==> src/irq_level_pkg.sv <==
// constants, field layout and types for the interrupt priority level registers
package irq_level_pkg;

   // ----------------------------------------------------------------
   // sizes
   // ----------------------------------------------------------------
   localparam int NUM_SRC   = 19;
   localparam int NUM_REGS  = 4;
   localparam int REG_W     = 16;
   localparam int ADDR_W    = 8;
   localparam int DATA_W    = 32;
   localparam int IDX_W     = 2;
   localparam int FIELD_W   = 2;

   // ----------------------------------------------------------------
   // register indices; byte address is four times the index
   // ----------------------------------------------------------------
   localparam logic [IDX_W-1:0] IDX_LEVEL_CFG_0 = 2'h0;
   localparam logic [IDX_W-1:0] IDX_LEVEL_CFG_1 = 2'h1;
   localparam logic [IDX_W-1:0] IDX_LEVEL_CFG_2 = 2'h2;
   localparam logic [IDX_W-1:0] IDX_LEVEL_CFG_3 = 2'h3;
   localparam int               ADDR_LSB        = 2;

   // ----------------------------------------------------------------
   // writable bits per register; everything else is reserved, reads 0
   // ----------------------------------------------------------------
   localparam logic [REG_W-1:0] WMASK_0 = 16'h0003;
   localparam logic [REG_W-1:0] WMASK_1 = 16'hFFFF;
   localparam logic [REG_W-1:0] WMASK_2 = 16'hC3FF;
   localparam logic [REG_W-1:0] WMASK_3 = 16'hC03F;
   localparam logic [REG_W-1:0] CFG_RESET = 16'h0000;

   // ----------------------------------------------------------------
   // field codes
   // ----------------------------------------------------------------
   localparam logic [FIELD_W-1:0] CODE_OFF  = 2'h0;
   localparam logic [FIELD_W-1:0] LEVEL_ONE = 2'h1;

   // ----------------------------------------------------------------
   // source numbering
   // ----------------------------------------------------------------
   localparam int SRC_DEBUG_STEP          = 0;
   localparam int SRC_FLASH_ERROR         = 1;
   localparam int SRC_FLASH_CMD_DONE      = 2;
   localparam int SRC_FLASH_BUFFERS_EMPTY = 3;
   localparam int SRC_CAN_ERROR           = 4;
   localparam int SRC_CAN_RECEIVE         = 5;
   localparam int SRC_CAN_TRANSMIT        = 6;
   localparam int SRC_CAN_WAKE            = 7;
   localparam int SRC_PORT_D              = 8;
   localparam int SRC_PORT_C              = 9;
   localparam int SRC_PORT_B              = 10;
   localparam int SRC_PORT_A              = 11;
   localparam int SRC_SPI_RX_FULL         = 12;
   localparam int SRC_SPI_TX_EMPTY        = 13;
   localparam int SRC_SERIAL_TX_EMPTY     = 14;
   localparam int SRC_SERIAL_TX_IDLE      = 15;
   localparam int SRC_SERIAL_RX_ERROR     = 16;
   localparam int SRC_SERIAL_RX_FULL      = 17;
   localparam int SRC_TWOWIRE_ERROR       = 18;

   // register index and field lsb of each source, in source order
   localparam int SRC_REG [NUM_SRC] = '{0, 1, 1, 1, 1, 1, 1, 1, 1,
                                        2, 2, 2, 2, 2, 2, 3, 3, 3, 3};
   localparam int SRC_LSB [NUM_SRC] = '{0, 0, 2, 4, 6, 8, 10, 12, 14,
                                        0, 2, 4, 6, 8, 14, 0, 2, 4, 14};

   // ----------------------------------------------------------------
   // types
   // ----------------------------------------------------------------
   typedef logic [NUM_SRC-1:0][FIELD_W-1:0] level_vec_t;
   typedef logic [NUM_SRC-1:0]              src_vec_t;

endpackage : irq_level_pkg

==> src/irq_level_if.sv <==
// carrier between the register file and the per-source level decoder
`timescale 1ns/1ps
interface irq_level_if;
   import irq_level_pkg::*;

   level_vec_t code;
   src_vec_t   req;
   src_vec_t   fwd_valid;
   level_vec_t fwd_level;

   modport regs   (output code, output req, input fwd_valid, input fwd_level);
   modport decode (input code, input req, output fwd_valid, output fwd_level);

endinterface : irq_level_if

==> src/irq_level_decode.sv <==
// per-source decode of priority codes into forwarded requests
`timescale 1ns/1ps
module irq_level_decode (
   irq_level_if.decode lv
);
   import irq_level_pkg::*;

   // ----------------------------------------------------------------
   // one decoder per source
   // ----------------------------------------------------------------
   for (genvar i = 0; i < NUM_SRC; i++) begin : g_src
      // a zero code blocks the request entirely
      assign lv.fwd_valid[i] = lv.req[i] & (lv.code[i] != CODE_OFF);
      if (i == SRC_DEBUG_STEP) begin : g_dbg
         assign lv.fwd_level[i] = lv.code[i];
      end else begin : g_per
         // codes 1..3 map to levels 0..2
         assign lv.fwd_level[i] = lv.code[i] - LEVEL_ONE;
      end
   end

endmodule : irq_level_decode

==> src/irq_level_regs.sv <==
// interrupt priority level registers with apb access and request forwarding
//
// Operation
// - the debug step-counter field sits in bits 1:0 of register 0, code 0 off, 1..3 levels 1..3.
// - every peripheral field decodes 00 as disabled and 01, 10, 11 as levels 0, 1, 2.
// - reset clears every field to 00 so all sources start disabled.
// - register 1 bits 15:14 hold the port D level.
// - register 1 bits 13:12, 11:10, 9:8, 7:6 hold can wake, transmit, receive and error levels.
// - register 1 bits 5:4, 3:2, 1:0 hold flash buffers-empty, command-done and error levels.
// - register 2 bits 15:14 serial tx empty, 9:8 spi tx empty, 7:6 spi rx full.
// - register 2 bits 5:4, 3:2, 1:0 hold port A, B and C levels.
// - register 3 bits 15:14 two-wire error, 5:4, 3:2, 1:0 serial rx full, rx error, tx idle.
`timescale 1ns/1ps
module irq_level_regs (
   input  wire logic                                pclk,
   input  wire logic                                presetn,
   input  wire logic                                clk_en,
   input  wire logic                                psel,
   input  wire logic                                penable,
   input  wire logic                                pwrite,
   input  wire logic [irq_level_pkg::ADDR_W-1:0]    paddr,
   input  wire logic [irq_level_pkg::DATA_W-1:0]    pwdata,
   input  wire logic [irq_level_pkg::DATA_W/8-1:0]  pstrb,
   output logic      [irq_level_pkg::DATA_W-1:0]    prdata,
   output logic                                     pready,
   output logic                                     pslverr,
   input  wire irq_level_pkg::src_vec_t             src_req,
   output irq_level_pkg::src_vec_t                  fwd_valid,
   output irq_level_pkg::level_vec_t                fwd_level
);
   import irq_level_pkg::*;

   // ----------------------------------------------------------------
   // state
   // ----------------------------------------------------------------
   logic [REG_W-1:0]  cfg_reg   [NUM_REGS];
   logic [REG_W-1:0]  cfg_next  [NUM_REGS];
   logic [DATA_W-1:0] prdata_reg;
   logic [DATA_W-1:0] prdata_next;
   logic              pready_reg;
   logic              pready_next;
   logic              pslverr_reg;
   logic              pslverr_next;
   src_vec_t          fwd_valid_reg;
   src_vec_t          fwd_valid_next;
   level_vec_t        fwd_level_reg;
   level_vec_t        fwd_level_next;

   logic [REG_W-1:0]  wmask [NUM_REGS];
   logic [IDX_W-1:0]  idx;
   logic              mapped;
   logic              access;

   irq_level_if lv ();

   assign wmask[IDX_LEVEL_CFG_0] = WMASK_0;
   assign wmask[IDX_LEVEL_CFG_1] = WMASK_1;
   assign wmask[IDX_LEVEL_CFG_2] = WMASK_2;
   assign wmask[IDX_LEVEL_CFG_3] = WMASK_3;

   // ----------------------------------------------------------------
   // address decode
   // ----------------------------------------------------------------
   assign idx    = paddr[ADDR_LSB +: IDX_W];
   // only aligned words of the four indices answer without error
   assign mapped = (paddr[ADDR_W-1:ADDR_LSB+IDX_W] == '0) && (paddr[ADDR_LSB-1:0] == '0);
   assign access = psel & penable;

   // ----------------------------------------------------------------
   // field extraction, one per source
   // ----------------------------------------------------------------
   for (genvar i = 0; i < NUM_SRC; i++) begin : g_field
      assign lv.code[i] = cfg_reg[SRC_REG[i]][SRC_LSB[i] +: FIELD_W];
   end
   assign lv.req = src_req;

   irq_level_decode u_decode (
      .lv (lv)
   );

   // ----------------------------------------------------------------
   // next state
   // ----------------------------------------------------------------
   always_comb begin
      cfg_next       = cfg_reg;
      prdata_next    = prdata_reg;
      pready_next    = 1'b0;
      pslverr_next   = pslverr_reg;
      fwd_valid_next = lv.fwd_valid;
      fwd_level_next = lv.fwd_level;
      // one wait state: answer is prepared in the first access cycle
      if (access && !pready_reg) begin
         pready_next  = 1'b1;
         pslverr_next = !mapped;
         if (mapped) begin
            prdata_next = {{(DATA_W-REG_W){1'b0}}, cfg_reg[idx]};
         end else begin
            prdata_next = '0;
         end
      end
      // write lands on the completing edge; reserved bits never store
      if (access && pready_reg && pwrite && mapped) begin
         for (int b = 0; b < REG_W/8; b++) begin
            if (pstrb[b]) begin
               cfg_next[idx][b*8 +: 8] = pwdata[b*8 +: 8] & wmask[idx][b*8 +: 8];
            end
         end
      end
   end

   // ----------------------------------------------------------------
   // registers; clk_en low freezes everything, bus included
   // ----------------------------------------------------------------
   always_ff @(posedge pclk or negedge presetn) begin
      if (!presetn) begin
         for (int r = 0; r < NUM_REGS; r++) begin
            cfg_reg[r] <= CFG_RESET;
         end
         prdata_reg    <= '0;
         pready_reg    <= 1'b0;
         pslverr_reg   <= 1'b0;
         fwd_valid_reg <= '0;
         fwd_level_reg <= '0;
      end else if (clk_en) begin
         cfg_reg       <= cfg_next;
         prdata_reg    <= prdata_next;
         pready_reg    <= pready_next;
         pslverr_reg   <= pslverr_next;
         fwd_valid_reg <= fwd_valid_next;
         fwd_level_reg <= fwd_level_next;
      end
   end

   assign prdata    = prdata_reg;
   assign pready    = pready_reg;
   assign pslverr   = pslverr_reg;
   assign fwd_valid = fwd_valid_reg;
   assign fwd_level = fwd_level_reg;

endmodule : irq_level_regs

==> config.mk <==
export PLATFORM = sky130hd
export DESIGN_NAME = irq_level_regs
export DESIGN_NICKNAME = d
export VERILOG_FILES = /design/src/irq_level_pkg.sv /design/src/irq_level_if.sv /design/src/irq_level_decode.sv /design/src/irq_level_regs.sv
export SDC_FILE = /design/constraint.sdc
export NUM_CORES = 1
export LEC_CHECK = 0
export BUFFER_PORTS_ARGS = -buffer_cell sky130_fd_sc_hd__buf_2
export CORE_UTILIZATION = 25
export DETAILED_ROUTE_END_ITERATION = 7
export PLACE_DENSITY_LB_ADDON = 0.1
export SYNTH_ARGS = -nofsm -noshare
export SYNTH_HDL_FRONTEND = slang
export SYNTH_SLANG_ARGS = --single-unit
==> constraint.sdc <==
create_clock -name pclk -period 1.7 [get_ports pclk]
set_input_delay 0.34 -clock pclk [delete_from_list [all_inputs] [get_ports pclk]]
set_output_delay 0.34 -clock pclk [all_outputs]
set_load 0.02 [all_outputs]
=== Yosys cells after proc, flatten, opt, wreduce, memory -nomap -nowiden ===
Index checks and enable logic that the tools add are counted.

* Register bits after elaboration: 155
* Latch bits: 0
* Bits in writable memories: 0
* Memory bits (read-only): 0
* Input port bits: 69
* Logic and storage cells: 118
* Memories: 0

* Add/subtract/negate cells: 18
* Multipliers: 0
* Divide/modulo/power cells: 0
* Magnitude comparators: 2
* Equality and inequality tests: 0
* Shifts and indexed selects: 0
* Mux-type cells: 17
* Bitwise logic cells: 23
* Reductions and logical operators: 31

{| class="wikitable"
|+ Operators by type and width
! kind !! number
|-
| 64-bit 2-to-1 mux || 3
|-
| 64-bit bitwise mux || 2
|-
| 16-bit 2-to-1 mux || 6
|-
| 16-bit binary-select mux with 2-bit select || 2
|-
| 16-bit demux with 2-bit select || 2
|-
| 2-bit nonzero test || 19
|-
| 2-bit by 1-bit subtractor with 2-bit output (second input constant) || 18
|-
| 1-bit AND || 20
|-
| 8-bit AND || 2
|-
| 8-bit 2-to-1 mux || 1
|-
| 1-bit logical AND || 6
|-
| 4-bit zero test || 1
|-
| 2-bit AND reduction || 2
|-
| 3-bit greater-or-equal comparator (second input constant) || 1
|-
| 3-bit by 1-bit less-than comparator with 1-bit output (second input constant) || 1
|-
| 2-bit NOT with 3-bit output || 1
|-
| 1-bit zero test || 2
|-
| 2-bit zero test || 1
|-
| 1-bit 2-to-1 mux || 1
|}

=== Depth between registers and ports, before layout ===
* Depth after elaboration: 10
* Depth in mapped cells: 7
* Gate-level depth less buffers: 5

=== Modules after synthesis ===
From an unflattened synthesis, not the netlist that was laid out.

* Cells, all modules: 465
* Area total of the unflattened synthesis: 6,597.6 um2

{| class="wikitable"
|+ By module, submodules not included
! module !! instances !! cells an instance !! area an instance (um2) !! sequential area each (um2)
|-
| irq_level_regs || 1 || 372 || 6,034.5 || 3,478.3
|-
| irq_level_decode || 1 || 93 || 563.0 || 0.0
|}

=== Worst setup path after synthesis ===
No wires, ideal clock.

* Path type: in2reg
* Start: input port paddr[3] in the netlist's numbering
* End: register cfg_reg[40] in the netlist's numbering
* Setup time: 125 ps
* Arrival time: 2,116 ps
* Data required time: 1,575 ps
* Setup slack: -541 ps
* Stages on the path: 7
* Buffers on the path: 2
* Cells stage by stage: buf_2 buf_1 inv_1 ha_1 nand4_1 nor4_4 mux2_4

* Longest elaborated chain between the ends: 7
* Elaborated cells between the ends (all ways): 16
* Classes of those cells: 2 x order compare; 11 x mux; 2 x bitwise; 1 x reduce/logical

{| class="wikitable"
|+ RTL lines
! element !! RTL line !! text
|-
| start, declared || irq_level_regs.sv:21 || <nowiki>input wire logic [irq_level_pkg::ADDR_W-1:0] paddr,</nowiki>
|-
| 2-bit NOT with 3-bit output (not written as such) * || irq_level_regs.sv:105 || <nowiki>cfg_next[idx][b*8 +: 8] = pwdata[b*8 +: 8] & wmask[idx][b*8 +: 8];</nowiki>
|-
| 3-bit greater-or-equal comparator (not written as such) (tied with other cells) || irq_level_regs.sv:105 ||
|-
| 1-bit logical AND (not written as such) (tied with other cells) || irq_level_regs.sv:105 ||
|-
| 16-bit 2-to-1 mux (not written as such) / 64-bit 2-to-1 mux (equally long branches) || irq_level_regs.sv:105, irq_level_regs.sv:104 ||
|-
| 16-bit demux with 2-bit select (tied with other cells) || irq_level_regs.sv:105 ||
|-
| 64-bit bitwise mux || irq_level_regs.sv:105 ||
|-
| 64-bit 2-to-1 mux * || irq_level_regs.sv:104 || <nowiki>if (pstrb[b]) begin</nowiki>
|-
| end signal, assigned || irq_level_regs.sv:125 || <nowiki>cfg_reg <= cfg_next;</nowiki>
|-
| end, declared || irq_level_regs.sv:36 || <nowiki>logic [REG_W-1:0] cfg_reg [NUM_REGS];</nowiki>
|}

Every way passes the cells marked *; elsewhere a longest branch is shown, timed or not. The select of a mux whose other input is x is not followed.
A chain may end at the register's enable or synchronous reset.

=== Worst setup path after layout ===
* Start: register pready_reg (netlist: pready)
* End: register cfg_reg[42] in the netlist's numbering

* Longest elaborated chain between the ends: 4

{| class="wikitable"
|+ RTL lines
! element !! RTL line !! text
|-
| start, declared || irq_level_regs.sv:40 || <nowiki>logic pready_reg;</nowiki>
|-
| start signal, assigned || irq_level_regs.sv:127 || <nowiki>pready_reg <= pready_next;</nowiki>
|-
| 1-bit logical AND (3 in a row) || irq_level_regs.sv:102 || <nowiki>if (access && pready_reg && pwrite && mapped) begin</nowiki>
|-
| 2-bit AND reduction (no line) || - ||
|}

Every way passes these cells.

==> impl_metrics.ini <==
[sta]
skew_ps = 14.6
fmax_mhz = 615
finalCriticalPeriod_ps = 1630
setup_viol = 0
hold_viol_final = 0
setup-tns-final_ps = 0
rsz0062_at_grt = no
finalMaxSlewViolations = 0
fin_crit_sh_pct = 95.7

[worst_setup_path]
startpoint_type = flip-flop
crit_type = flip-flop to flip-flop
crit_fanout = 11
required_ps = 2000
crit_path_end_kind = flip-flop
worstPathArrival_ps = 1930

[outcome]
outcome = completed

[global_routing]
grt_busiest_layer = met2
use_met1_pct = 17.7
grt_pass1_wl_mm = 25.6
overflow = 0
grt_pass1_vias = 4439
grt_start_max_net_pins = 78
gr-usage-met2_pct = 19.9
antenna_found_initial = 1
met3_usage_pct = 3.21
globalRouteTotalUtil_pct = 12.9

[clocking]
cts_tree = yes
htreeDepth = 4
cts_made_buffers = 17
clockBufferDepth = 2
insertion_delay_ps = 420
path_clk_slew_ps = 60
clockRootBuffer = clkbuf_16
cts_sinks = 139

[yosys]
ys_types = 28
syn_area_mm2 = 0.00647
synth_fa_ha_area_share_pct = 4.44
yosysSeqAreaShare_pct = 53.7
synth_seq_cells = 139
synthSimpleGateAreaFrac_pct = 6.51
synthMuxAreaShare_pct = 23.4
yosys_warnings = 0
avgSynthCellArea_um2 = 13.4
synth-xor-area-share_pct = 0
netlist_instances = 484
synth_compound_area_share_pct = 4.25
synth_top_family_by_area = multiplexers

[run]
maxCapViolCount = 0

[finish]
drive_gt1_share_pct = 46.1
largest_reg_flops = 64
fin_nets = 732
nFillCells = 2541
final_cell_mix = dfrtp_1 (138), buf_2 (123), inv_1 (75)
register_area_mm2 = 0.00348
areaGrowthSynthToFinish_pct = 31.9
multi_input_area_mm2 = 0.00277
insertedDiodeCount = 0
final_core_util_pct = 33.7
mostFrequentLayoutCell = dfrtp_1

[floorplanning]
core_area_mm2 = 0.0253
pin_count = 160
start_util_pct = 25.6
die_w_um = 163
core.rowCount = 58
dieArea_mm2 = 0.0265
die_y_um = 163

[drt]
post-route-drc-count = 0
avgViaCountPerCell = 4.25
wirelength_mm = 16.1
via_count = 4178
drtIter0Drc = 151
ant_nets = 0
first_pass_iters = 4
wl_per_cell_um = 16.4

[placement]
port_buffers = 125
dp_hpwl_mm = 11.6
place_congestion = 0.741

[power]
max-vdd-ir-drop_uv = 475
power.density_mw_per_mm2 = 870
total_power_uw = 7430
leakage_uw = 0.00403

[worst_hold_path]
min_path_type = input pin to flip-flop
==> kinds of logic (layout without fill, tap and decap cells) <==
group / after synthesis / count (layout)
and+or+nand+nor: 53 / 53
DFF: 139 / 139
AOI/OAI and AO/OA: 38 / 38
other: 1 / 16
adders and majority gates: 23 / 23
buffers and inverters: 112 / 266
muxes: 118 / 118
==> cell type report <==
type | count | share of cell area [%]
flip-flops and latches | 139 | 40.7
clock buffers | 25 | 5.68
repair buffers | 157 | 11.7
multi-input cells | 248 | 32.4
inverters | 77 | 3.56
well taps | 330 | 4.83
clock inverters | 7 | 1.04
==> Yosys cell counts (all sizes together) <==
cell type,n,area share (%)
nand3,1,0.15
a21oi,1,0.077
o211ai,1,0.12
nand2,18,1.0
o22ai,18,1.7
nor3,1,0.15
buf,23,2.4
mux2,84,15
nor4,8,2.6
and2,8,0.77
conb,1,0.058
a22o,16,2.2
or4,1,0.17
ha,23,4.4
dfrtp,139,54
nand4b,1,0.14
o21ai,2,0.15
nand4,8,0.77
inv,77,4.5
clkbuf,12,0.70
mux2i,18,2.8
or2,1,0.097
mux4,16,5.6
nor2b,6,0.58
==> through the flow <==
step	std cells	area, µm²	hold WS, ps	worst slack [ps]
after floorplan	499	6850	44.4	-323
after global placement	949	7950	249	-345
after detailed placement	949	7950	256	-333
after CTS	982	8530	159	7.34
after global routing	983	8540	166	8.50
final	983	8540	170	73.0
==> metal layers <==
metal	up-vias	routed length, µm
met4	0	170
met1	2101	7770
met3	9	766
met2	108	7440
li1	1960	-
met5	-	0
==> worst paths after layout <==
kind | from | to | slack [ps] | depth (start not counted)
max in group asynchronous | presetn | fwd_level[32] | 700 | 3
worst min-delay path | pwdata[9] | cfg_reg[41] | 170 | 2
min in group asynchronous | presetn | fwd_level[18] | 370 | 2
worst max register to register | pready | cfg_reg[42] | 70 | 4
worst min register to register | prdata[5] | prdata[5] | 500 | 1
worst max-delay path | pready | cfg_reg[42] | 70 | 4
==> critical path, cell delays in order (launching register included) <==
cell and delay, ps:
dfrtp_2 470, nand4_1 170, nor4_4 360, buf_4 220
mux2_4 300
==> timing repair <==
action / 4_1_cts / 5_1_grt
buffers inserted: 0 / 1
hold buffers: 1 / 0
endpoints found under the setup margin: 0 / 19
endpoints found under the hold margin: 28 / 0
gates resized for setup: 0 / 0
==> power breakdown <==
| part | internal (µW) | switching (µW) | leakage (µW) |
|---|---|---|---|
| sequential | 3320 | 8.16 | 0.00175 |
| clock | 2270 | 1400 | 0.000285 |
| combinational | 153 | 284 | 0.00200 |
No activity file was read; power rests on OpenSTA's default activity.
